**src/design/plc_ctrl_pkg.sv**
```systemverilog
// shared constants and carrier types for the host control register bank
package plc_ctrl_pkg;

    // register offsets on the host register port
    localparam logic [6:0] OFF_IRQ_CONTROL = 7'h00;
    localparam logic [6:0] OFF_LINK_MODE = 7'h05;
    localparam logic [6:0] OFF_TRANSMIT_LAUNCH = 7'h06;
    localparam logic [6:0] OFF_IRQ_STATUS = 7'h69;

    // irq_control_reg fields
    localparam int IRQ_ACK_BIT = 7;
    localparam int IRQ_POL_BIT = 6;

    // transmit_launch_reg fields
    localparam int SEND_BIT = 7;
    localparam int LEN_MSB = 4;

    // irq status register fields that are not event bits
    localparam int STAT_CHANGED_BIT = 7;
    localparam int STAT_BUSY_BIT = 5;

    // event indices, equal to their enable bit positions in irq_control_reg
    localparam int EV_SENT = 0;
    localparam int EV_DATA = 1;
    localparam int EV_DROP = 2;
    localparam int EV_NO_RESP = 3;
    localparam int EV_NO_ACK = 4;
    localparam int EV_CANNOT_SEND = 5;
    localparam int NUM_EV = 6;

    // pending bits that survive a host acknowledge
    localparam logic [5:0] ACK_KEEP_MASK = 6'h06;

    // values after reset
    localparam logic [7:0] IRQ_CONTROL_RST = 8'h00;
    localparam logic [7:0] LINK_MODE_RST = 8'hc0;
    localparam logic [4:0] PAYLOAD_LEN_RST = 5'h00;

    // link mode bits, msb first in register order
    typedef struct packed {
        logic tx_enable;
        logic rx_enable;
        logic lock;
        logic carrier_sense_off;
        logic rx_overwrite;
        logic ext_addr;
        logic addr_filter_bypass;
        logic crc_bypass;
    } link_ctrl_t;

    // one host register transaction, already decoded from the serial link
    typedef struct packed {
        logic we;
        logic re;
        logic [6:0] addr;
        logic [7:0] wdata;
    } host_req_t;

    // status events and levels from the protocol engine
    typedef struct packed {
        logic tx_sent;
        logic tx_no_resp;
        logic tx_no_ack;
        logic carrier_timeout;
        logic tx_done;
        logic rx_consumed;
        logic ack_mode;
    } engine_events_t;

    // remote configuration change request arriving over the line
    typedef struct packed {
        logic valid;
        logic tx_enable;
        logic ext_addr;
        logic carrier_sense_off;
    } remote_cfg_t;

    // a received frame as judged by the physical and framing layers
    typedef struct packed {
        logic valid;
        logic is_ack;
        logic addr_match;
        logic crc_ok;
    } rx_frame_t;

    // what happens to a received frame
    typedef struct packed {
        logic accept;
        logic replace;
        logic drop;
    } rx_verdict_t;

    // transmit launch states
    typedef enum logic [1:0] {
        LAUNCH_IDLE = 2'b01,
        LAUNCH_BUSY = 2'b10
    } launch_state_t;

endpackage : plc_ctrl_pkg

```
**src/design/rx_gate.sv**
```systemverilog
// receive acceptance filter: mode, address, crc and buffer-full policy
`timescale 1ns/1ps
module rx_gate (
    input wire logic clk_sys,
    input wire logic rst_n,
    input plc_ctrl_pkg::link_ctrl_t mode,
    input plc_ctrl_pkg::rx_frame_t frame,
    input wire logic buf_full,
    output plc_ctrl_pkg::rx_verdict_t verdict
);
    import plc_ctrl_pkg::*;

    // whole state of the filter
    typedef struct packed {
        rx_verdict_t verdict;
    } gate_state_t;

    gate_state_t s_reg; // registered state
    gate_state_t s_next; // next state

    // verdict per frame, one-cycle pulses
    always_comb begin
        logic pass_addr;
        logic pass_crc;
        logic mode_ok;
        pass_addr = frame.addr_match | mode.addr_filter_bypass;
        pass_crc = frame.crc_ok | mode.crc_bypass;
        mode_ok = mode.rx_enable | frame.is_ack;
        s_next = s_reg;
        s_next.verdict = '0;
        if (frame.valid && pass_addr && pass_crc && mode_ok) begin
            if (frame.is_ack || !buf_full) begin
                // acks never occupy the receive buffer
                s_next.verdict.accept = 1'b1;
            end else if (mode.rx_overwrite) begin
                s_next.verdict.replace = 1'b1;
            end else begin
                s_next.verdict.drop = 1'b1;
            end
        end
    end

    // state register
    always_ff @(posedge clk_sys or negedge rst_n) begin
        if (!rst_n) begin
            s_reg <= '0;
        end else begin
            s_reg <= s_next;
        end
    end

    assign verdict = s_reg.verdict;

endmodule : rx_gate

```
**src/design/plc_host_control_regs.sv**
```systemverilog
// host control registers: interrupt logic, link mode and transmit launch
//
// Functional notes
// - irq fires sets ack bit; write 0 clears status; here data and dropped bits survive it
// - pin active high if polarity 0, else low
// - carrier-sense timeout irq, only while sensing on
// - missing-ack irq only in acknowledged service mode
// - missing-reply irq when enabled
// - dropped-packet irq when receive buffer full
// - pending change forces irq on drop or arrival
// - new-data irq when enabled
// - sent-ok irq when enabled
// - transmit disabled: only acknowledgments go out
// - receive disabled: only acknowledgments accepted
// - lock bit refuses remote configuration changes
// - carrier sense before transmit unless disabled
// - buffer full: drop or overwrite per bit
// - extended bit picks 16-bit over 8-bit addressing
// - filter bypass accepts any crc-good message
// - crc bypass accepts address-matching messages
// - send bit starts transmit, self-clears when done
// - five-bit payload length, 0 to 31
`timescale 1ns/1ps
module plc_host_control_regs (
    input wire logic clk_sys,
    input wire logic rst_n,
    input plc_ctrl_pkg::host_req_t host_req,
    output logic [7:0] host_rdata,
    output logic host_rvalid,
    input plc_ctrl_pkg::engine_events_t engine_ev,
    input plc_ctrl_pkg::remote_cfg_t remote_cfg,
    input plc_ctrl_pkg::rx_frame_t rx_frame,
    input wire logic rx_buf_full,
    output plc_ctrl_pkg::rx_verdict_t rx_verdict,
    output plc_ctrl_pkg::link_ctrl_t link_ctrl,
    output logic tx_start,
    output logic [4:0] tx_payload_len,
    output logic tx_normal_ok,
    output logic sense_before_tx,
    output logic addr_16bit,
    output logic remote_change_ok,
    output logic host_irq
);
    import plc_ctrl_pkg::*;

    // register map, one byte per offset:
    //   0x00 irq control: ack flag, polarity, six enables
    //   0x05 link mode, msb first: tx enable, rx enable, lock,
    //        sense off, overwrite, wide address, two filter bypasses
    //   0x06 launch: send, two zero bits, five-bit length
    //   0x69 status, read only: changed, 0, busy, five pending
    //   other offsets read zero and ignore writes
    //
    // a write lands at the edge that samples it; a read answers at that
    // same edge with a one-cycle valid, and the data then holds
    //
    // engine pulses reach the pin at the edge that samples them; receive
    // events take one cycle more through the filter
    //
    // a send write while busy is dropped, its length still stored
    //
    // limitation: cannot-send has no status bit; the host sees it
    // only through the pin and the changed flag

    ////////////////////////////////////////////////////////////////////////////

    // one struct holds every flop, so reset and
    // next-state logic cannot drift apart
    // whole state of the register bank
    typedef struct packed {
        logic [7:0] irq_control_reg; // ack flag, polarity, six enables
        link_ctrl_t link_mode_reg; // link mode bits
        launch_state_t launch; // idle or transmitting
        logic [4:0] payload_len; // payload length field
        logic [NUM_EV-1:0] pending; // sticky status events
        logic changed; // status-changed flag
        logic forced; // irq raised regardless of enables
        logic irq_level; // irq before polarity
        logic irq_pin; // pin level after polarity
        logic [7:0] rdata; // read data
        logic rvalid; // read strobe
        logic start; // transmit start pulse
        logic tx_ok; // normal transmit allowed
        logic sense_on; // carrier sense in use
        logic addr16; // wide addressing in use
        logic remote_ok; // remote changes allowed
    } ctl_state_t;

    ctl_state_t s_reg; // registered state
    ctl_state_t s_next; // next state
    rx_verdict_t verdict; // receive filter result, already registered

    // only the address is compared here; each caller
    // qualifies it with the strobe it cares about
    // address compare shared by write and read decode
    function automatic logic hit(input host_req_t req, input logic [6:0] off);
        hit = (req.addr == off);
    endfunction : hit

    ////////////////////////////////////////////////////////////////////////////

    // receive acceptance filter
    // it reads the registered mode, so a mode write
    // applies to frames arriving after it lands
    rx_gate u_rx_gate (
        .clk_sys(clk_sys),
        .rst_n(rst_n),
        .mode(s_reg.link_mode_reg),
        .frame(rx_frame),
        .buf_full(rx_buf_full),
        .verdict(verdict)
    );

    ////////////////////////////////////////////////////////////////////////////

    // next-state logic for the whole bank
    always_comb begin
        logic [NUM_EV-1:0] ev;
        logic [7:0] rd;
        logic level;
        // locals start at known values
        ev = '0;
        rd = 8'h00;
        level = 1'b0;
        s_next = s_reg;
        s_next.rvalid = 1'b0;
        s_next.start = 1'b0;
        // strobes above pulse once; all else holds

        // collect events of this cycle
        // each is a one-cycle pulse; pending holds them
        ev[EV_SENT] = engine_ev.tx_sent;
        // an overwrite is still new data for the host
        ev[EV_DATA] = verdict.accept | verdict.replace;
        ev[EV_DROP] = verdict.drop;
        ev[EV_NO_RESP] = engine_ev.tx_no_resp;
        // a missing ack means nothing outside ack mode
        ev[EV_NO_ACK] = engine_ev.tx_no_ack & engine_ev.ack_mode;
        // timeout only counts while sensing is on
        ev[EV_CANNOT_SEND] = engine_ev.carrier_timeout
            & ~s_reg.link_mode_reg.carrier_sense_off;

        // clears first, so that an event in the same cycle still lands
        if (host_req.we && hit(host_req, OFF_IRQ_CONTROL)) begin
            s_next.irq_control_reg[IRQ_POL_BIT:0] = host_req.wdata[IRQ_POL_BIT:0];
            // a write of 1 never sets the ack flag; only an
            // interrupt does, so read-modify-write is safe
            if (!host_req.wdata[IRQ_ACK_BIT]) begin
                // data-available and dropped survive the acknowledge
                s_next.pending = s_reg.pending & ACK_KEEP_MASK;
                s_next.irq_control_reg[IRQ_ACK_BIT] = 1'b0;
                // the changed flag and forced term go with it
                s_next.changed = 1'b0;
                s_next.forced = 1'b0;
            end
        end

        if (engine_ev.rx_consumed) begin
            // host emptied the receive buffer
            // an acknowledge alone cannot clear these two
            s_next.pending[EV_DATA] = 1'b0;
            s_next.pending[EV_DROP] = 1'b0;
        end

        // an unacknowledged change forces the pin on drop or arrival
        // it ignores the enables on purpose and stays until the
        // host acknowledges, so a slow host cannot miss an arrival
        if (s_reg.changed && (ev[EV_DROP] || ev[EV_DATA])) begin
            s_next.forced = 1'b1;
        end
        // set wins: events are or-ed in after every clear above
        s_next.pending = s_next.pending | ev;
        // changed marks any event since the last acknowledge
        if (|ev) begin
            s_next.changed = 1'b1;
        end

        // pin level: or of enabled pending events plus the forced term
        // next-state values are used so the pin follows an event
        // or a clear at the same edge instead of one cycle late
        level = (|(s_next.pending & s_next.irq_control_reg[NUM_EV-1:0]))
            | s_next.forced;
        // kept to find the rising edge of the level
        s_next.irq_level = level;
        if (level && !s_reg.irq_level) begin
            s_next.irq_control_reg[IRQ_ACK_BIT] = 1'b1;
        end
        // polarity applied before the flop, so the pin never glitches
        s_next.irq_pin = level ^ s_next.irq_control_reg[IRQ_POL_BIT];

        // remote changes apply first so a host write in the same cycle wins
        // only the three fields a remote node may touch are carried;
        // the rest of the link mode is under host control alone
        if (remote_cfg.valid && !s_reg.link_mode_reg.lock) begin
            s_next.link_mode_reg.tx_enable = remote_cfg.tx_enable;
            s_next.link_mode_reg.ext_addr = remote_cfg.ext_addr;
            s_next.link_mode_reg.carrier_sense_off = remote_cfg.carrier_sense_off;
        end
        // a host write replaces the whole link mode byte
        if (host_req.we && hit(host_req, OFF_LINK_MODE)) begin
            s_next.link_mode_reg = link_ctrl_t'(host_req.wdata);
        end

        // transmit launch state machine
        // one-hot codes; a stray code falls to default
        case (s_reg.launch)
            LAUNCH_IDLE: begin
                // a send write starts one transmission
                if (host_req.we && hit(host_req, OFF_TRANSMIT_LAUNCH)
                        && host_req.wdata[SEND_BIT]) begin
                    s_next.launch = LAUNCH_BUSY;
                    s_next.start = 1'b1;
                end
            end
            LAUNCH_BUSY: begin
                // writes of the send bit while busy are ignored
                if (engine_ev.tx_done) begin
                    s_next.launch = LAUNCH_IDLE;
                end
            end
            default: begin
                // unreachable, recover to idle
                s_next.launch = LAUNCH_IDLE;
            end
        endcase

        // length is stored even when the launch is refused
        if (host_req.we && hit(host_req, OFF_TRANSMIT_LAUNCH)) begin
            s_next.payload_len = host_req.wdata[LEN_MSB:0];
        end

        // derived link policy levels
        // registered copies keep outputs straight from flops
        s_next.tx_ok = s_next.link_mode_reg.tx_enable;
        s_next.sense_on = ~s_next.link_mode_reg.carrier_sense_off;
        s_next.addr16 = s_next.link_mode_reg.ext_addr;
        s_next.remote_ok = ~s_next.link_mode_reg.lock;

        // read decode, unmapped offsets read as zero
        // reads see registered state, not this cycle's write
        if (hit(host_req, OFF_IRQ_CONTROL)) begin
            rd = s_reg.irq_control_reg;
        end else if (hit(host_req, OFF_LINK_MODE)) begin
            rd = s_reg.link_mode_reg;
        end else if (hit(host_req, OFF_TRANSMIT_LAUNCH)) begin
            rd = {(s_reg.launch == LAUNCH_BUSY), 2'b00, s_reg.payload_len};
        end else if (hit(host_req, OFF_IRQ_STATUS)) begin
            // bit 6 is reserved and reads zero
            rd = {3'b000, s_reg.pending[EV_NO_ACK:0]};
            rd[STAT_CHANGED_BIT] = s_reg.changed;
            rd[STAT_BUSY_BIT] = (s_reg.launch == LAUNCH_BUSY);
        end else begin
            rd = 8'h00;
        end

        // rdata moves only on a read, so it holds meanwhile
        if (host_req.re) begin
            s_next.rdata = rd;
            s_next.rvalid = 1'b1;
        end
    end

    ////////////////////////////////////////////////////////////////////////////

    // state register, constants only under reset
    // fields without a listed reset value start at zero
    // from the clearing assignment; launch must start
    // idle because zero is not a legal one-hot code
    always_ff @(posedge clk_sys or negedge rst_n) begin
        if (!rst_n) begin
            s_reg <= '0;
            s_reg.irq_control_reg <= IRQ_CONTROL_RST;
            s_reg.link_mode_reg <= link_ctrl_t'(LINK_MODE_RST);
            s_reg.launch <= LAUNCH_IDLE;
            s_reg.payload_len <= PAYLOAD_LEN_RST;
            s_reg.tx_ok <= 1'b1;
            s_reg.sense_on <= 1'b1;
            s_reg.remote_ok <= 1'b1;
        end else begin
            s_reg <= s_next;
        end
    end

    ////////////////////////////////////////////////////////////////////////////

    // outputs straight from state flops
    // nothing here is decoded, so no output glitches
    assign host_rdata = s_reg.rdata;
    assign host_rvalid = s_reg.rvalid;
    assign rx_verdict = verdict;
    assign link_ctrl = s_reg.link_mode_reg;
    assign tx_start = s_reg.start;
    assign tx_payload_len = s_reg.payload_len;
    assign tx_normal_ok = s_reg.tx_ok;
    assign sense_before_tx = s_reg.sense_on;
    assign addr_16bit = s_reg.addr16;
    assign remote_change_ok = s_reg.remote_ok;
    assign host_irq = s_reg.irq_pin;

endmodule : plc_host_control_regs

```
**config.mk**
```make
export PLATFORM = sky130hd
export DESIGN_NAME = plc_host_control_regs
export DESIGN_NICKNAME = d
export VERILOG_FILES = /design/src/design/plc_ctrl_pkg.sv /design/src/design/rx_gate.sv /design/src/design/plc_host_control_regs.sv
export SDC_FILE = /design/constraint.sdc
export NUM_CORES = 1
export LEC_CHECK = 0
export ABC_AREA = 1
export BUFFER_PORTS_ARGS = -buffer_cell sky130_fd_sc_hd__buf_2
export CAP_MARGIN = 20
export CORE_UTILIZATION = 45
export CTS_CLUSTER_DIAMETER = 200
export DETAILED_ROUTE_END_ITERATION = 7
export PLACE_DENSITY_LB_ADDON = 0.12
export SYNTH_ARGS = -nofsm -noshare
export SYNTH_HDL_FRONTEND = slang
export SYNTH_SLANG_ARGS = --single-unit
```
**constraint.sdc**
```tcl
create_clock -name clk_sys -period 1.7 [get_ports clk_sys]
set_clock_uncertainty 0.05 [all_clocks]
set_input_delay 0.085 -clock clk_sys [delete_from_list [all_inputs] [get_ports clk_sys]]
set_output_delay 0.085 -clock clk_sys [all_outputs]
set_load 0.05 [all_outputs]
```
Yosys cells after proc, flatten, opt, wreduce, memory -nomap -nowiden
Cells that the tools add are included.

Word-level logic and storage cells: 98. Bits in latches: 0. Bits of input ports: 35. Output and inout port bits: 31. Bits in writable memories: 0. Memories: 0. Bits in registers: 48. Memory bits (read-only): 0.

Shift operators: 0. Bitwise operators: 13. $add $sub $neg: 0. Reductions and logical operators: 24. Divide/modulo/power cells: 0. Equal/unequal tests: 9. Multiply operators: 0. Order comparisons: 0. Muxes and demuxes: 27.

Operators with widths (count): 8-bit two-way mux (8); 7-bit by 3-bit == test with 1-bit output (second input constant) (2); 1-bit two-way mux (13); 6-bit OR reduction (2); 1-bit logical AND (10); 2-bit two-way mux (4); 7-bit == test (second input constant) (1); 7-bit logical NOT (1); 6-bit bitwise AND (1); 6-bit OR (1); 2-bit AND reduction (3); 2-bit nonzero test (3); 1-bit OR (5); 2-bit by 1-bit inequality test with 1-bit output (second input constant) (2); 2-bit inequality test (second input constant) (2); 2-bit case mux with 2 select lines (1); 1-bit logical NOT (3); 3-bit two-way mux (1); 1-bit NOT (3); 1-bit bitwise AND (2); 2-bit by 1-bit == test with 1-bit output (second input constant) (1); 2-bit == test (second input constant) (1); 1-bit logical OR (2); 1-bit XOR (1).

Depth between registers and ports, before layout
Depth in word-level cells: 11. Gate-level depth with buffers: 13. Depth with buffers taken out: 13.

Cells and area by module
From an unflattened synthesis, not the netlist that was laid out.

Cells, all modules: 292. Area total of the unflattened synthesis: 2428.6 um2.

Modules (own cells, without submodules): plc_host_control_regs (cells each 274, area an instance 2297.2 um2, times used 1, seq. area each 1132.3 um2); rx_gate (cells each 18, area an instance 131.4 um2, times used 1, seq. area each 75.1 um2).

Worst setup path before layout
No wires, ideal clock.

Kind: reg2reg. From: reg u_rx_gate.s_reg (netlist bit u_rx_gate.verdict[1]). To: reg s_reg (netlist bit host_irq). Arrival time: 1341 ps. Required time: 1533 ps. Buffers on the path: 0. Slack: 192 ps. Cell stages (with the launch flop): 9. Period minus slack after synthesis: 1508 ps. Setup time: 117 ps. Cells stage by stage: dfrtp_1 nor2_1 a21boi_0 a21oi_2 nand2_1 nor2_2 nand2_2 nand2_1 nand2_1.

RTL lines: start, declared (line rx_gate.sv:18) `gate_state_t s_reg;`; start signal, assigned (line rx_gate.sv:48) `s_reg <= s_next;`; end signal, assigned (line plc_host_control_regs.sv:280) `s_reg <= s_next;`; end, declared (line plc_host_control_regs.sv:89) `ctl_state_t s_reg;`.

Final worst setup path
From: reg s_reg (netlist bit link_ctrl[4]). To: reg s_reg[17] (netlist name).

Cells in the longest elaborated chain, start to end: 5. Elaborated cells on any way between the ends: 7. Those cells by class: eq/ne (1); mux (1); bitwise (2); reduce/logical (3).

Ends and longest elaborated chain: 1-bit NOT * (line plc_host_control_regs.sv:141) `& ~s_reg.link_mode_reg.carrier_sense_off;`; 1-bit bitwise AND * (line plc_host_control_regs.sv:141); 6-bit OR reduction * (line plc_host_control_regs.sv:174) `if (|ev) begin`; 2-bit by 1-bit inequality test with 1-bit output (no line) / 2-bit nonzero test (equally long branches); 2-bit AND reduction (no line).

Every way passes the cells marked *; elsewhere a longest branch is shown, timed or not. A chain may end at the register's enable or synchronous reset.

==> results.sh <==
export IMPL_rsz0062_at_grt="no"
export IMPL_post_route_util=0.580
export IMPL_rows=26
export IMPL_synthArstFlopShare=1.00
export IMPL_holdCritPathClass="in -> reg"
export IMPL_period_minus_slack_ps=1600
export IMPL_vias=2004
export IMPL_synth_cell_type_count=32
export IMPL_ys_flop_type="dfrtp_1"
export IMPL_synth_fp_nets=313
export IMPL_largest_register_ffs=19
export IMPL_grt_max_degree=49
export IMPL_slowest_stage="dlygate4sd3_1"
export IMPL_setup_viol=0
export IMPL_hpwl_mm=4.16
export IMPL_route_detailed_drc=0
export IMPL_ios=66
export IMPL_layout_setup_ws_ps=101
export IMPL_regArea_um2=1210
export IMPL_multi_input_area_um2=870
export IMPL_synth_top_family_by_area="simple AND/OR/NAND/NOR gates"
export IMPL_port_buffers=65
export IMPL_path_max_fanout=3
export IMPL_viasPerCell=4.76
export IMPL_tritoncts="yes"
export IMPL_power_density_nw_per_um2=951
export IMPL_core_um2=5140
export IMPL_synth_simple_area_share=0.234
export IMPL_whs_ps=22.2
export IMPL_ys_seq_area_frac=0.499
export IMPL_areaGrowthSynthToFinish_pct=23.3
export IMPL_placed_area_um2=2690
export IMPL_die_area_um2=5670
export IMPL_slew_headroom=0.602
export IMPL_clock_fmax_mhz=625
export IMPL_cp_cell_sequence="inv_1 > nand2_1 > nand3_1 > nor4_1 > dlygate4sd3_1 > nand2_1"
export IMPL_cts_buffer_depth=2
export IMPL_htreeDepth=2
export IMPL_vdd_ir_drop_max_v=0.000557
export IMPL_start_util=0.470
export IMPL_diodes=0
export IMPL_path_clk_slew_ps=80
export IMPL_wire_per_inst_um=13.3
export IMPL_crit_path_frequent_cell="nand2_1"
export IMPL_netlist_area_um2=2420
export IMPL_ant_nets=0
export IMPL_clock_latency_ps=300
export IMPL_wl_mm=5.62
export IMPL_synthTopCellsByArea="dfrtp_1 45%, nand2_1 9.6%, buf_4 6.8%, o21ai_0 6.0%, inv_1 5.6%"
export IMPL_yosys_area_share_xor_xnor=0
export IMPL_outcome="finished clean"
export IMPL_layout_nets=385
export IMPL_fin_crit_sh=0.941
export IMPL_post_cts_setup_buffers=0
export IMPL_netlist_instances=278
export IMPL_fp_dieH_um=75.3
export IMPL_grt_pass1_wl_mm=9.07
export IMPL_synth_top_area_share=0.445
export IMPL_max_slew_worst_pin_slew_ps=598
export IMPL_worstPathArrival_ps=1740
export IMPL_synth_edff_count=0
export IMPL_cp_slowest_stage_delay_ps=580
export IMPL_avgSynthCellArea_um2=8.70
export IMPL_muxShareOfSynthArea=0
export IMPL_nFillCells=511
export IMPL_final_cells=421
export IMPL_startpoint_type="flop"
export IMPL_die_x_um=75.3
export IMPL_globalplace_congestion=0.833
export IMPL_grt_ovfl_total=0
export IMPL_power_total_mw=2.84
export IMPL_drt_pass1_iter_count=4
export IMPL_finalHoldViolations=0
export IMPL_synth_area_leader_cell="dfrtp_1"
export IMPL_leakage_nw=1.53
export IMPL_cp_end_kind="flop"
export IMPL_drtIter0Drc=96
export IMPL_ys_seq_elements=48
export IMPL_drv_slew=0
export IMPL_fin_setup_tns_ps=0
export IMPL_yosys_warnings=0
export IMPL_cap_violations=0
export IMPL_dpl_worst_slack_ps=133
export IMPL_crit_type="reg -> reg"
export IMPL_cts_sinks=48
export IMPL_dp_cells=394
export IMPL_root_buffer="clkbuf_8"
export IMPL_final_area_um2=2980
export IMPL_grt_pass1_vias=1840
export IMPL_drive_above_1_share=0.322
export IMPL_antenna_found_initial=0
export IMPL_synthAdderAreaFrac=0
export IMPL_synth_compound_area_frac=0.123
export IMPL_cts_buffers=5
export IMPL_grtUsageTotal=0.220
export IMPL_crit_required_ps=1850
[worst max-delay path: cells and delay by family, from the launching register on]
| kind | cells | cell delay (ps) |
|---|---|---|
| DFF | 1 | 420 |
| buffers and inverters | 2 | 660 |
| and+or+nand+nor | 4 | 380 |
[worst paths after layout]
| path | cells after the start | slack (ps) | start | end |
|---|---|---|---|---|
| setup / recovery | 6 | 100 | link_ctrl[4] | s_reg[17] |
| hold / removal | 3 | 20 | engine_ev[3] | s_reg[23] |
| setup reg to reg | 6 | 100 | link_ctrl[4] | s_reg[17] |
| hold reg to reg | 2 | 430 | s_reg[23] | s_reg[23] |
| max in group asynchronous | 3 | 840 | rst_n | link_ctrl[1] |
| min in group asynchronous | 3 | 360 | rst_n | addr_16bit |
[logic make-up (layout without fill, tap and decap cells)]
kind of cell | Yosys count | in the layout
and+or+nand+nor | 111 | 111
buffers and inverters | 67 | 140
AOI/OAI and AO/OA | 52 | 52
DFF | 48 | 48
[cell usage in the layout, fill, tap and decap left out, drive strengths merged, types with 4 or more instances in the layout]
master	netlist	routed
nor3	4	4
o21ai	32	32
buf	24	71
dfstp	5	5
inv	40	41
a21oi	7	7
a211oi	4	4
nand2	71	71
dlygate4sd3	0	19
clkbuf	1	6
nor2	16	16
nand3	17	17
dfrtp	43	43
[synthesized netlist by cell type (2+ instances only)]
library cell,n
a211oi_1,4
nand3_1,13
dfstp_2,5
a21oi_1,6
inv_2,3
buf_4,22
nor2_4,3
nand2_2,9
o21ai_0,29
clkinv_1,2
nor3_1,4
inv_1,36
o22ai_1,3
o211ai_1,3
nor2_2,3
o21ai_1,3
nand2_1,62
nor2_1,10
dfrtp_1,43
nand3_4,3
[layer usage]
| layer | part of all wire | GRT usage |
|---|---|---|
| met4 | 0.0075 | 0.0556 |
| met3 | 0.037 | 0.0357 |
| met1 | 0.49 | 0.327 |
| met5 | 0 | 0 |
| met2 | 0.47 | 0.338 |
[what timing repair did]
item                                   in CTS  in global routing
hold buffers                               19                  0
setup endpoints to repair                   0                  2
endpoints found under the hold margin      66                  0
gates resized for setup                     0                  3
[cell type report]
cell class,count,area share
flip-flops and latches,48,0.405
clock inverters,2,0.00462
well taps,70,0.0294
clock buffers,6,0.0277
inverters,42,0.0537
repair buffers,90,0.188
multi-input cells,163,0.292
[power breakdown]
| group | internal (mW) | switching (mW) | leakage, nW |
|---|---|---|---|
| sequential | 1.26 | 0.0752 | 0.561 |
| combinational | 0.207 | 0.579 | 0.913 |
| clock | 0.333 | 0.381 | 0.0516 |
| total | 1.80 | 1.04 | 1.53 |
No activity file was read; power rests on OpenSTA's default activity.
